## config.mk

```make
export PLATFORM = sky130hd
export DESIGN_NAME = arc_check
export DESIGN_NICKNAME = d
export VERILOG_FILES = /design/src/common/arc_pkg.sv /design/src/rtl/arc_check.sv
export VERILOG_INCLUDE_DIRS = /design/src /design/src/common
export SDC_FILE = /design/constraint.sdc
export NUM_CORES = 1
export LEC_CHECK = 0
export BUFFER_PORTS_ARGS = -buffer_cell sky130_fd_sc_hd__buf_2
export CAP_MARGIN = 20
export CELL_PAD_IN_SITES_DETAIL_PLACEMENT = 1
export CELL_PAD_IN_SITES_GLOBAL_PLACEMENT = 1
export CORE_MARGIN = 4
export CORE_UTILIZATION = 30
export CTS_BUF_LIST = sky130_fd_sc_hd__clkbuf_4 sky130_fd_sc_hd__clkbuf_8
export DETAILED_ROUTE_END_ITERATION = 8
export PLACE_DENSITY_LB_ADDON = 0.3
export SKIP_CTS_REPAIR_TIMING = 1
export SYNTH_ARGS = -nofsm -noshare
export SYNTH_HDL_FRONTEND = slang
export SYNTH_SLANG_ARGS = --single-unit
```

## constraint.sdc

```tcl
create_clock -name clock -period 3 [get_ports clock]
set_input_delay 0 -clock clock [delete_from_list [all_inputs] [get_ports clock]]
set_output_delay 0 -clock clock [all_outputs]
set_load 0.02 [all_outputs]
```

## src/common/arc_consts.svh

```systemverilog
// Constants for the alternate-space register error checker
`ifndef ARC_CONSTS_SVH
`define ARC_CONSTS_SVH

// Data width of every protected register
`define ARC_DW 8
// Width of the SECDED code word: 8 data, 4 check, 1 overall parity
`define ARC_CW 13
`define ARC_NPAR 6

// Parity-protected word indices, which are also register-port indices
`define ARC_W_CTL 0
`define ARC_W_TICK 1
`define ARC_W_AFAR 2
`define ARC_W_FAC 3
`define ARC_W_IBASE 4
`define ARC_W_DBASE 5
`define ARC_IDX_ECC 3'h6

// Translation-table pointer indices
`define ARC_NPTR 5
`define ARC_P_I8K 0
`define ARC_P_I64K 1
`define ARC_P_D8K 2
`define ARC_P_D64K 3
`define ARC_P_DDIR 4

// Urgent error status bit positions
`define ARC_UG_ITP 0
`define ARC_UG_DTP 1
`define ARC_UG_AUG_CRE 2
`define ARC_UG_IAUG_CRE 3
`define ARC_UG_TSBCTXT 4
`define ARC_UG_TLB 5
`define ARC_UG_BV 6
`define ARC_UG_RX 7
`define ARC_UG_W 8
`define ARC_UG_INSTR_MASK 8'h1b
`define ARC_UG_AUTO_MASK 8'he4

// Reset values
`define ARC_RST_WORD 9'h000
`define ARC_RST_ECC 13'h0000
`define ARC_RST_UG 8'h00
`define ARC_RST_DATA 8'h00

`endif

```

## src/common/arc_pkg.sv

```systemverilog
// Types for the alternate-space register error checker
`default_nettype none
package arc_pkg;

    typedef enum logic [1:0] {
        ARC_RX_IDLE = 2'b00,
        ARC_RX_BUSY = 2'b01,
        ARC_RX_HOLD = 2'b10
    } arc_rx_t;

endpackage
`default_nettype wire

```

## src/rtl/arc_check.sv

```systemverilog
// Error protection, detect conditions and urgent-error classification for ASI registers
`timescale 1ns/10ps
`default_nettype none
`include "arc_consts.svh"

// How it works
// The ECC register stores a SECDED code: fixes single, flags double bit errors.
// Pointer registers inherit the parity error of the source register they came from.
// Always-checked registers are checked every cycle regardless of access or mode.
// Autonomous-period checks run only while handler-active and weak-detect are both 0.
// Read-checked registers are checked when an alternate-space load reads them.
// An instruction base error propagates into both instruction table pointers.
// Reading an instruction pointer carrying that error raises the instruction pointer error.
// A data base error propagates into the three data table pointers.
// Reading a data pointer carrying that error raises the data pointer error.
// The instruction base is checked at the instruction TLB update point.
// The data base is checked at the data TLB update point.
// The base registers are checked whenever they take part in a TLB lookup.
// The facility register is checked only while its facility is enabled.
// An errored interrupt packet still traps but leaves the busy flag at 0.
// After an errored packet no new packet is taken until busy is written 0.
// Barrier-variable transfer errors are checked throughout the autonomous period.
// Autonomous-class errors set their flag in the urgent error status register.
// Instruction-class errors set their flag and pulse the instruction-bound error output.
// Each error type is identified by the named status bit it sets.
// Parity words keep one parity bit, flag a mismatch, and never correct.

module arc_check
    import arc_pkg::*;
(
    input wire logic clock,
    input wire logic resetn,
    input wire logic clk_en,
    input wire logic urgent_handler_active,
    input wire logic weak_error_detect,
    input wire logic facility_enable,
    input wire logic wr_en,
    input wire logic [2:0] wr_idx,
    input wire logic [`ARC_DW-1:0] wr_data,
    input wire logic [`ARC_CW-1:0] wr_flip,
    input wire logic rd_en,
    input wire logic [2:0] rd_idx,
    output logic [`ARC_DW-1:0] rd_data,
    output logic rd_valid,
    input wire logic ptr_update,
    input wire logic ptr_rd,
    input wire logic [2:0] ptr_sel,
    output logic [`ARC_DW-1:0] ptr_data,
    output logic ptr_valid,
    input wire logic itlb_update,
    input wire logic dtlb_update,
    input wire logic tlb_use_i,
    input wire logic tlb_use_d,
    input wire logic pkt_valid,
    input wire logic pkt_ue,
    input wire logic [`ARC_DW-1:0] pkt_data,
    input wire logic intr_busy_wr,
    input wire logic intr_busy_wdata,
    output logic intr_busy,
    output logic [`ARC_DW-1:0] intr_data,
    output logic vector_trap,
    input wire logic bv_valid,
    input wire logic bv_ue,
    input wire logic [`ARC_UG_W-1:0] ugesr_clr,
    output logic [`ARC_UG_W-1:0] urgent_error_status_reg,
    output logic error_state,
    output logic instr_urgent,
    output logic auto_urgent,
    output logic ecc_corrected
);

    ////////////////////////////////////////////////////////////////////////////////
    // SECDED code: Hamming positions 1..12, overall parity in bit 0

    // Data fills the non-power-of-two positions; check bits sit at 1, 2, 4 and 8
    function automatic logic [`ARC_CW-1:0] ecc_enc(input logic [`ARC_DW-1:0] d);
        logic [`ARC_CW-1:0] c;
        int k;
        c = `ARC_RST_ECC;
        k = 0;
        for (int i = 1; i < `ARC_CW; i++) begin
            if ((i & (i - 1)) != 0) begin
                c[i] = d[k];
                k++;
            end
        end
        for (int j = 0; j < 4; j++) begin
            for (int i = 1; i < `ARC_CW; i++) begin
                if (i != (1 << j) && ((i >> j) & 1) == 1) begin
                    c[1 << j] = c[1 << j] ^ c[i];
                end
            end
        end
        c[0] = ^c[`ARC_CW-1:1];
        return c;
    endfunction

    // Returns {uncorrectable, corrected, data}
    function automatic logic [`ARC_DW+1:0] ecc_dec(input logic [`ARC_CW-1:0] c);
        logic [`ARC_CW-1:0] f;
        logic [3:0] s;
        logic [`ARC_DW-1:0] d;
        logic odd;
        int k;
        f = c;
        s = 4'h0;
        d = `ARC_RST_DATA;
        odd = ^c;
        k = 0;
        for (int i = 1; i < `ARC_CW; i++) begin
            if (c[i]) begin
                s = s ^ 4'(i);
            end
        end
        // A syndrome beyond the last position can only come from a multi-bit error
        if (odd && s != 4'h0 && s < 4'hd) begin
            f[s] = ~f[s];
        end
        for (int i = 1; i < `ARC_CW; i++) begin
            if ((i & (i - 1)) != 0) begin
                d[k] = f[i];
                k++;
            end
        end
        return {(!odd && s != 4'h0) || (odd && s > 4'hc), odd && s < 4'hd, d};
    endfunction

    ////////////////////////////////////////////////////////////////////////////////
    // Storage

    logic [`ARC_NPAR-1:0][`ARC_DW:0] word_q;
    logic [`ARC_NPAR-1:0][`ARC_DW:0] word_d;
    logic [`ARC_NPAR-1:0] par_err;
    logic [`ARC_NPAR-1:0] par_rd;
    logic [`ARC_CW-1:0] ecc_q;
    logic [`ARC_NPTR-1:0][`ARC_DW-1:0] ptr_q;
    logic [`ARC_NPTR-1:0][`ARC_DW-1:0] ptr_d;
    logic [`ARC_NPTR-1:0] ptr_ue_q;
    logic [`ARC_NPTR-1:0] ptr_ue_d;

    for (genvar g = 0; g < `ARC_NPAR; g++) begin : g_par
        // One parity bit per word; a mismatch is reported, never repaired
        assign par_err[g] = ^word_q[g];
        assign par_rd[g] = rd_en && rd_idx == 3'(g);
        assign word_d[g] = (wr_en && wr_idx == 3'(g)) ?
            {^wr_data ^ wr_flip[0], wr_data} : word_q[g];
    end

    wire ecc_we = wr_en && wr_idx == `ARC_IDX_ECC;
    wire [`ARC_CW-1:0] ecc_d = ecc_we ? (ecc_enc(wr_data) ^ wr_flip) : ecc_q;
    // Decoder sits on the stored word, so a read sees the corrected value at once
    wire [`ARC_DW+1:0] ecc_out = ecc_dec(ecc_q);
    wire ecc_rd = rd_en && rd_idx == `ARC_IDX_ECC;

    ////////////////////////////////////////////////////////////////////////////////
    // Translation-table pointers and propagated errors

    wire [`ARC_DW-1:0] ibase = word_q[`ARC_W_IBASE][`ARC_DW-1:0];
    wire [`ARC_DW-1:0] dbase = word_q[`ARC_W_DBASE][`ARC_DW-1:0];
    wire ibase_err = par_err[`ARC_W_IBASE];
    wire dbase_err = par_err[`ARC_W_DBASE];

    assign ptr_d[`ARC_P_I8K] = ptr_update ? ibase : ptr_q[`ARC_P_I8K];
    assign ptr_d[`ARC_P_I64K] = ptr_update ? {ibase[6:0], 1'b0} : ptr_q[`ARC_P_I64K];
    assign ptr_d[`ARC_P_D8K] = ptr_update ? dbase : ptr_q[`ARC_P_D8K];
    assign ptr_d[`ARC_P_D64K] = ptr_update ? {dbase[6:0], 1'b0} : ptr_q[`ARC_P_D64K];
    assign ptr_d[`ARC_P_DDIR] = ptr_update ? {dbase[7:1], 1'b1} : ptr_q[`ARC_P_DDIR];
    // The source error travels with the computed pointer until the next update
    assign ptr_ue_d[`ARC_P_I8K] = ptr_update ? ibase_err : ptr_ue_q[`ARC_P_I8K];
    assign ptr_ue_d[`ARC_P_I64K] = ptr_update ? ibase_err : ptr_ue_q[`ARC_P_I64K];
    assign ptr_ue_d[`ARC_P_D8K] = ptr_update ? dbase_err : ptr_ue_q[`ARC_P_D8K];
    assign ptr_ue_d[`ARC_P_D64K] = ptr_update ? dbase_err : ptr_ue_q[`ARC_P_D64K];
    assign ptr_ue_d[`ARC_P_DDIR] = ptr_update ? dbase_err : ptr_ue_q[`ARC_P_DDIR];

    // Selects past the last pointer read as zero and never raise an error
    wire ptr_ok = ptr_sel < 3'(`ARC_NPTR);
    wire ptr_is_i = ptr_sel < 3'(`ARC_P_D8K);
    wire ptr_sel_ue = ptr_ok && ptr_ue_q[ptr_sel];
    wire [`ARC_DW-1:0] ptr_sel_data = ptr_ok ? ptr_q[ptr_sel] : `ARC_RST_DATA;

    ////////////////////////////////////////////////////////////////////////////////
    // Detect conditions and classification

    // The autonomous period gates the tick word and the barrier-variable interface
    wire aug_period = !urgent_handler_active && !weak_error_detect;
    logic [`ARC_UG_W-1:0] ug_set;

    assign ug_set[`ARC_UG_ITP] = ptr_rd && ptr_is_i && ptr_sel_ue;
    assign ug_set[`ARC_UG_DTP] = ptr_rd && !ptr_is_i && ptr_sel_ue;
    assign ug_set[`ARC_UG_AUG_CRE] = (aug_period && par_err[`ARC_W_TICK])
        || (facility_enable && par_err[`ARC_W_FAC]);
    assign ug_set[`ARC_UG_IAUG_CRE] = (par_rd[`ARC_W_AFAR] && par_err[`ARC_W_AFAR])
        || (ecc_rd && ecc_out[`ARC_DW+1]);
    assign ug_set[`ARC_UG_TSBCTXT] = (par_rd[`ARC_W_IBASE] && ibase_err)
        || (par_rd[`ARC_W_DBASE] && dbase_err);
    // Update and lookup events share one flag; the cause is known from context
    assign ug_set[`ARC_UG_TLB] = (itlb_update && ibase_err)
        || (dtlb_update && dbase_err)
        || ((tlb_use_i && ibase_err) || (tlb_use_d && dbase_err));
    assign ug_set[`ARC_UG_BV] = bv_valid && bv_ue && aug_period;

    ////////////////////////////////////////////////////////////////////////////////
    // Interrupt receive

    arc_rx_t rx_q;
    arc_rx_t rx_d;

    // Packets arriving while busy or held are dropped, not queued
    always_comb begin
        rx_d = rx_q;
        case (rx_q)
            ARC_RX_IDLE: begin
                if (pkt_valid) begin
                    rx_d = pkt_ue ? ARC_RX_HOLD : ARC_RX_BUSY;
                end
            end
            ARC_RX_BUSY, ARC_RX_HOLD: begin
                if (intr_busy_wr && !intr_busy_wdata) begin
                    rx_d = ARC_RX_IDLE;
                end
            end
            default: begin
                rx_d = ARC_RX_IDLE;
            end
        endcase
    end

    // Held keeps busy low yet refuses packets until busy is written 0
    wire rx_take = rx_q == ARC_RX_IDLE && pkt_valid;
    assign ug_set[`ARC_UG_RX] = rx_take && pkt_ue;
    wire [`ARC_DW-1:0] rx_data_d = (rx_take && !pkt_ue) ? pkt_data : intr_data;

    ////////////////////////////////////////////////////////////////////////////////
    // Read data and status

    // Index 7 reads as zero
    wire [`ARC_DW-1:0] rd_mux = (rd_idx < 3'(`ARC_NPAR)) ? word_q[rd_idx][`ARC_DW-1:0] :
        (ecc_rd ? ecc_out[`ARC_DW-1:0] : `ARC_RST_DATA);
    // A new error beats a clear in the same cycle
    wire [`ARC_UG_W-1:0] ug_d = (urgent_error_status_reg & ~ugesr_clr) | ug_set;
    wire instr_d = |(ug_set & `ARC_UG_INSTR_MASK);
    wire auto_d = |(ug_set & `ARC_UG_AUTO_MASK);

    // Stored state; clk_en low freezes everything, outputs included
    always_ff @(posedge clock or negedge resetn) begin
        if (!resetn) begin
            word_q <= {`ARC_NPAR{`ARC_RST_WORD}};
            ecc_q <= `ARC_RST_ECC;
            ptr_q <= {`ARC_NPTR{`ARC_RST_DATA}};
            ptr_ue_q <= '0;
            rx_q <= ARC_RX_IDLE;
        end else if (clk_en) begin
            word_q <= word_d;
            ecc_q <= ecc_d;
            ptr_q <= ptr_d;
            ptr_ue_q <= ptr_ue_d;
            rx_q <= rx_d;
        end
    end

    // Read answers are registered one cycle after the strobe
    always_ff @(posedge clock or negedge resetn) begin
        if (!resetn) begin
            rd_data <= `ARC_RST_DATA;
            rd_valid <= 1'b0;
            ptr_data <= `ARC_RST_DATA;
            ptr_valid <= 1'b0;
            ecc_corrected <= 1'b0;
        end else if (clk_en) begin
            rd_data <= rd_en ? rd_mux : rd_data;
            rd_valid <= rd_en;
            ptr_data <= ptr_rd ? ptr_sel_data : ptr_data;
            ptr_valid <= ptr_rd;
            ecc_corrected <= ecc_rd && ecc_out[`ARC_DW];
        end
    end

    // Status and class outputs; error_state has no clear short of reset
    always_ff @(posedge clock or negedge resetn) begin
        if (!resetn) begin
            urgent_error_status_reg <= `ARC_RST_UG;
            error_state <= 1'b0;
            instr_urgent <= 1'b0;
            auto_urgent <= 1'b0;
            intr_data <= `ARC_RST_DATA;
            vector_trap <= 1'b0;
        end else if (clk_en) begin
            urgent_error_status_reg <= ug_d;
            error_state <= error_state || par_err[`ARC_W_CTL];
            instr_urgent <= instr_d;
            auto_urgent <= auto_d;
            intr_data <= rx_data_d;
            vector_trap <= rx_take;
        end
    end

    // Busy is bit 0 of the receive state, so a held state reads as not busy
    assign intr_busy = rx_q[0];

endmodule

`default_nettype wire

```

==> metrics.txt, run 1 <==
outcome=complete, but fails checks; failing checks=hold timing; wire length of the first global-routing pass=31,750 µm; leftover overflow at the end of global routing=0; initial antenna violation count=0; largest fanout on the critical path=10; count of fill cells added during filler insertion=2,472; drt total wl=20,160 µm; post-synth top area cell=dfrtp_1; chip width=160.6 µm; Pins Over Slew Limit=0; mux contribution to synthesized area=19.17%; Post-synth ARST share=100.0%; final antenna diode count=0; largest family of logic cells by synthesized area=multiplexers; number of placement rows=55; Seq/Total Area, Yosys=45.51%; clock latency at the later pin of the worst-skew pair=440 ps; area enclosed by the die boundary=25,780 µm²; number of library cell types mapped by synthesis=54; register ranked first by flip-flop count=word_q; DRC marker count from the first detailed-route iteration=217; Worst Path Class, Setup=reg2reg; top cell type's share of synthesized area=45.51%; setup slack after placement=383.3 ps; EDFF count, synth=0; clock transition at the registers of the reported paths=70 ps; Post-DP HPWL=15,030 µm; worst clock skew=8.388 ps; final setup violation count=0; post-route clock period utilization=87.14%; share of the synthesized area in compound gates (AO/OA/AOI/OAI)=10.20%; core area=22,780 µm²; Highest Clock Rate=382.5 MHz; effective utilization at floorplan=30.66%; crit path time final=2614 ps; number of buffers on the longest clock path=2; number of CTS-inserted buffers=17; via density per instance=4.979; measured slew at the worst slew-check pin=880.0 ps; Synth Area in Adders=0.3404%; Hold Crit Depth=4; max FFs per register=38; master cell of the clock root buffer=clkbuf_8; detailed-route DRC error count=0; worst r2r src=ecc_q[7]; static leakage power=0.003703 µW; CP startpoint kind=register; synthesized net count=676; biggest area contributors in the synthesized netlist=dfrtp_1, mux2_2, xnor2_1; Vert. Die Dim=160.6 µm; peak ir drop on the vdd network=0.0003232 V; number of nets in the finished design=807; CP Data Required Time=3290 ps; number of register bits inferred by synthesis=127; Routed wire per std cell=18.91 µm; Pwr Density=913.6 nW/µm²; Syn Inst Count=609; FF-to-FF setup slack=390 ps; Mapped Area=6983 µm²; placer's final routability congestion estimate=0.8287; detailed-route via count=5,308; count of boundary I/O pins=106; Routed Antenna Nets=0; worst reg2reg path depth=6; ys flop type=dfrtp_1; Hold Startpoint=intr_busy_wdata; Max-Cap Viols=0; maximum number of pins on one net before global-route repair=73; per-instance average area after synthesis=11.47 µm²; sum of negative setup slack=0 ps; yosys warns=0; terminating pin of the worst hold path=rx_q[1]; total track usage=15.63%; post-synthesis xor/xnor area fraction=14.23%; Port-buffer cells=105; Critical Path Sink Type=register; leading cell type by number of instances after synthesis=dfrtp_1; number of H-tree branching levels=4; simple-gate portion of the synthesized area=7.830%; data arrival time of the critical path=2910 ps; setup repair after global routing missed its margin=false; via count of the first global-routing pass=5,476; Sink Count=127; top cell types by occurrence after synthesis=dfrtp_1, mux2_2, xnor2_1; area growth from synthesis to final layout=23.80%; share of post-route cells with drive strength above 1=33.60%; Hold WC Path Type=in2reg; Final Hold Violating Endpoints=2; CTS tree=built; post-layout utilization of the core=37.95%; worst rel slew slack=40.91%; final hold slack=-35.80 ps; final setup margin=385.8 ps; capturing point of the worst reg2reg path=instr_urgent; number of detailed-routing iterations run before antenna repair=4; Top Registers=word_q (38), ptr_q (17), ecc_q (13)
==> critical path, cell delays in order, from the launching register on <==
cell and delay [ps]:
dfrtp_1 510, xnor2_1 400, xnor3_1 510, nor2_1 310, a41oi_1 100, o41ai_1 480
a41oi_1 170
==> cells by family (layout without fill, tap and decap cells) <==
kind of cell | Yosys count | count (layout)
fa+ha+maj | 2 | 2
compound gates | 105 | 105
flops | 127 | 127
simple gates | 122 | 122
mux | 104 | 104
buf+inv | 47 | 191
xor+xnor | 102 | 102
==> routing by layer <==
layer / vias to the layer above / part of all wire (%) / wire, µm / GRT usage [%]
li1: 2442 / - / - / -
met1: 2715 / 48 / 9684 / 22.09
met2: 136 / 46 / 9216 / 24.00
met3: 15 / 5.1 / 1024 / 4.131
met4: 0 / 1.1 / 231 / 3.754
met5: - / 0 / 0 / 0
==> how the worst max path moves through the flow <==
stage / depth (start not counted) / start / to
global placement: 6 / ecc_q[7] / instr_urgent
detailed placement: 6 / ecc_q[7] / instr_urgent
floorplan: 7 / ecc_q[7] / instr_urgent
finish: 6 / ecc_q[7] / instr_urgent
global route: 6 / ecc_q[7] / instr_urgent
CTS: 6 / ecc_q[7] / instr_urgent
==> area by class of cell <==
class                      instances  area (µm²)  area share [%]
clock buffer                      23       297.8           3.445
clock inverter                     9       156.4           1.809
inverter                          10       37.54          0.4342
multi-input combinational        435        3615           41.82
sequential                       127        3178           36.76
tap                              313       391.6           4.530
timing repair buffer             149       968.4           11.20
==> placed cells by master, fill, tap and decap left out, types with 17 or more instances in the layout <==
| cell | n |
|---|---|
| buf_2 | 104 |
| mux2_2 | 88 |
| clkbuf_8 | 20 |
| nand2_1 | 47 |
| nor2_1 | 33 |
| xor2_1 | 17 |
| dlygate4sd3_1 | 39 |
| dfrtp_1 | 127 |
| a21oi_1 | 20 |
| xnor2_1 | 77 |
| o21ai_0 | 25 |
==> where the power goes <==
part | total [µW] | leakage, µW | switching (µW) | internal [µW]
logic | 3570 | 0.00193 | 1920 | 1650
registers | 2650 | 0.00155 | 454 | 2190
clock network | 1680 | 0.000223 | 678 | 1000
total | 7900 | 0.00370 | 3050 | 4850
==> metrics by stage <==
stage / area (µm²) / total power [µW] / cells / hold slack (ps)
floorplan: 6983 / 5144 / 609 / -295.6
global placement: 7800 / 6040 / 995 / 100.9
detailed placement: 7800 / 6189 / 995 / 111.0
CTS: 8254 / 7904 / 1027 / -383.2
global route: 8645 / 8431 / 1066 / 2.255
finish: 8645 / 7898 / 1066 / -35.80
Power figures use the tool's default switching activity.
==> run 2, diff against run 1 <==
Settings changed: CORE_ASPECT_RATIO set to 1.25.
==> run 2 against run 1 <==
  * The flow now finishes without violations
  * Critical endpoint is now rd_data[4]
  * Total power shrank 3.2%
  * Design area shrank 0.61%
  * Non-clock buffer count grew 5
  * Final cell count shrank 2.0%
  * Sequential cell count is the same
  * Highest routed layer unchanged
  * Critical path depth is the same
  * Count of clock-buffer cells in the layout shrank 5
==> metrics.txt, run 2 (same netlist as run 1, synthesis figures left out) <==
final setup violation count=0 (unchanged); area growth from synthesis to final layout=23.04%; Top Registers=word_q (38), ptr_q (17), ecc_q (13); via density per instance=5.052 (+1.5%); crit path time final=2554 ps (-60.21 ps); number of H-tree branching levels=4 (unchanged); effective utilization at floorplan=30.41% (-0.25 points); drt total wl=19,760 µm (-2.0%); max FFs per register=38 (unchanged); Highest Clock Rate=391.5 MHz (+2.4%); portion of total power attributed to combinational logic=46.4% (+1.2 points); area enclosed by the die boundary=25,800 µm² (about the same); Pwr Density=889.5 nW/µm² (-2.6%); CP Data Required Time=3380 ps (+90 ps); static leakage power=0.003689 µW (-0.38%); Placement Cell Area=7769 µm² (-0.40%); measured slew at the worst slew-check pin=837.4 ps (-42.56 ps); most common library cell in the layout ignoring fill and taps=dfrtp_1; Pins Over Slew Limit=0 (unchanged); terminating pin of the worst hold path=word_q[32]; setup repair after global routing missed its margin=false; maximum number of pins on one net before global-route repair=128 (+75%); top routing layer used=met4; Switch Pwr=3046 µW (-0.22%); Final Hold Violating Endpoints=0 (-2); CTS tree=built; master cell of the clock root buffer=clkbuf_8; Worst Path Class, Setup=reg2reg; number of nets in the finished design=812 (+0.62%); CP startpoint kind=register; slowest CP cell=xor2_1; Routed Antenna Nets=0 (unchanged); share of post-route cells with drive strength above 1=33.29% (-0.31 points); launching instance or port of the critical path=ecc_q[3]; chip width=144.5 µm (-10%); worst r2r src=ecc_q[3]; largest fanout on the critical path=11 (+1); wire length of the first global-routing pass=30,150 µm (-5.1%); count of fill cells added during filler insertion=2,509 (+1.5%); sum of negative setup slack=0 ps (unchanged); peak ir drop on the vdd network=0.0003916 V (+21%); Hold Startpoint=wr_data[5]; worst reg2reg path depth=6 (unchanged); summed area of non-filler cells in the final layout=8592 µm² (-0.61%); worst rel slew slack=43.77% (+2.9 points); data arrival time of the critical path=2940 ps (+30 ps); DRC marker count from the first detailed-route iteration=217 (unchanged); DR WL met3=716 µm (-30%); Routed wire per std cell=18.91 µm (about the same); Post-DP HPWL=14,900 µm (-0.87%); outcome=complete, no violations; clock network fraction of total power=19.0% (-2.2 points); Hold Crit Depth=2 (-2); post-route clock period utilization=85.13% (-2.0 points); number of CTS-inserted buffers=17 (unchanged); number of placement rows=62 (+13%); detailed-route DRC error count=0 (unchanged); clock latency at the later pin of the worst-skew pair=450 ps (about the same); total track usage=15.18% (-0.44 points); placer's final routability congestion estimate=0.7986 (-3.6%); switching part of the total power=39.85% (+1.2 points); final antenna diode count=0 (unchanged); critical path, cell by cell=xnor2_2 -> xor2_1 -> nand3_1 -> a21oi_1 -> o311a_1 -> a211o_1; part of the power in registers=34.6% (+1.1 points); wire length on met2=10,480 µm (+14%); leftover overflow at the end of global routing=0 (unchanged); capturing point of the worst reg2reg path=rd_data[4]; Sink Count=127 (unchanged); Critical Path Sink Type=register; clock transition at the registers of the reported paths=80 ps (about the same); Port-buffer cells=105 (unchanged); slowest cell delay on critical path=650 ps (+140 ps); FF-to-FF setup slack=450 ps (+60 ps); core area=22,960 µm² (+0.81%); register ranked first by flip-flop count=word_q; number of detailed-routing iterations run before antenna repair=4 (unchanged); count of boundary I/O pins=106 (unchanged); cell internal pwr=4597 µW (-5.1%); Hold WC Path Type=in2reg; detailed-route via count=5,279 (-0.55%); initial antenna violation count=0 (unchanged); Vert. Die Dim=178.6 µm (+11%); top library cells by usage in the layout, fill and taps aside=dfrtp_1, buf_2, mux2_2; worst clock skew=11.06 ps (+2.671 ps); post-route met1 wirelength=8309 µm (-14%); Max-Cap Viols=0 (unchanged); via count of the first global-routing pass=5,576 (+1.8%); number of buffers on the longest clock path=2 (unchanged)
==> run 2: area by class of cell <==
cell class,count,area (µm²),share of cell area [%]
clock buffer,18,241.5,2.811
clock inverter,13,141.4,1.646
inverter,10,37.54,0.4369
multi-input combinational,435,3615,42.07
sequential,127,3178,36.99
tap,288,360.3,4.194
timing repair buffer,154,1018,11.85
==> run 2: power groups by stage <==
stage	Clock [µW]	Sequential (µW)	Combinational (µW)
3_5_place_dp	0	2680	3480
6_report	1450	2640	3550
5_1_grt	1580	2710	3850
4_1_cts	1500	2650	3490
2_1_floorplan	0	2690	2450
3_3_place_gp	0	2640	3360
==> run 2: metrics by stage <==
step / setup WS [ps] / utilization (%) / std cells / hold WS, ps / power [µW]
final: 446.0 / 37.42 / 1045 / 3.864 / 7643
after global routing: 230.9 / 37.42 / 1045 / 3.197 / 8135
after CTS: 445.1 / 35.50 / 1001 / -311.9 / 7634
after detailed placement: 455.7 / 33.83 / 970 / 179.3 / 6159
after global placement: 542.3 / 33.83 / 970 / 165.7 / 6004
after floorplan: 804.5 / - / 609 / -295.6 / 5144
==> run 2: metal layers <==
metal / GRT usage (%) / vias to the layer above
li1: - / 2464
met1: 17.89 / 2690
met2: 27.84 / 104
met3: 2.896 / 21
met4: 4.238 / 0
met5: 0 / -
==> run 2: worst max path at each step <==
stage	cells after the start	slack [ps]	end
after floorplan	7	800	instr_urgent
after global placement	6	540	instr_urgent
after detailed placement	6	460	instr_urgent
after CTS	6	450	instr_urgent
after global routing	6	230	instr_urgent
final	6	450	rd_data[4]
==> run 2: critical path, delay by kind of cell (launching register included) <==
kind                      cells  cell delay (ps)
and+or+nand+nor               1              150
AOI/OAI and AO/OA             3              880
xor gates and xnor gates      2             1010
DFF                           1              460
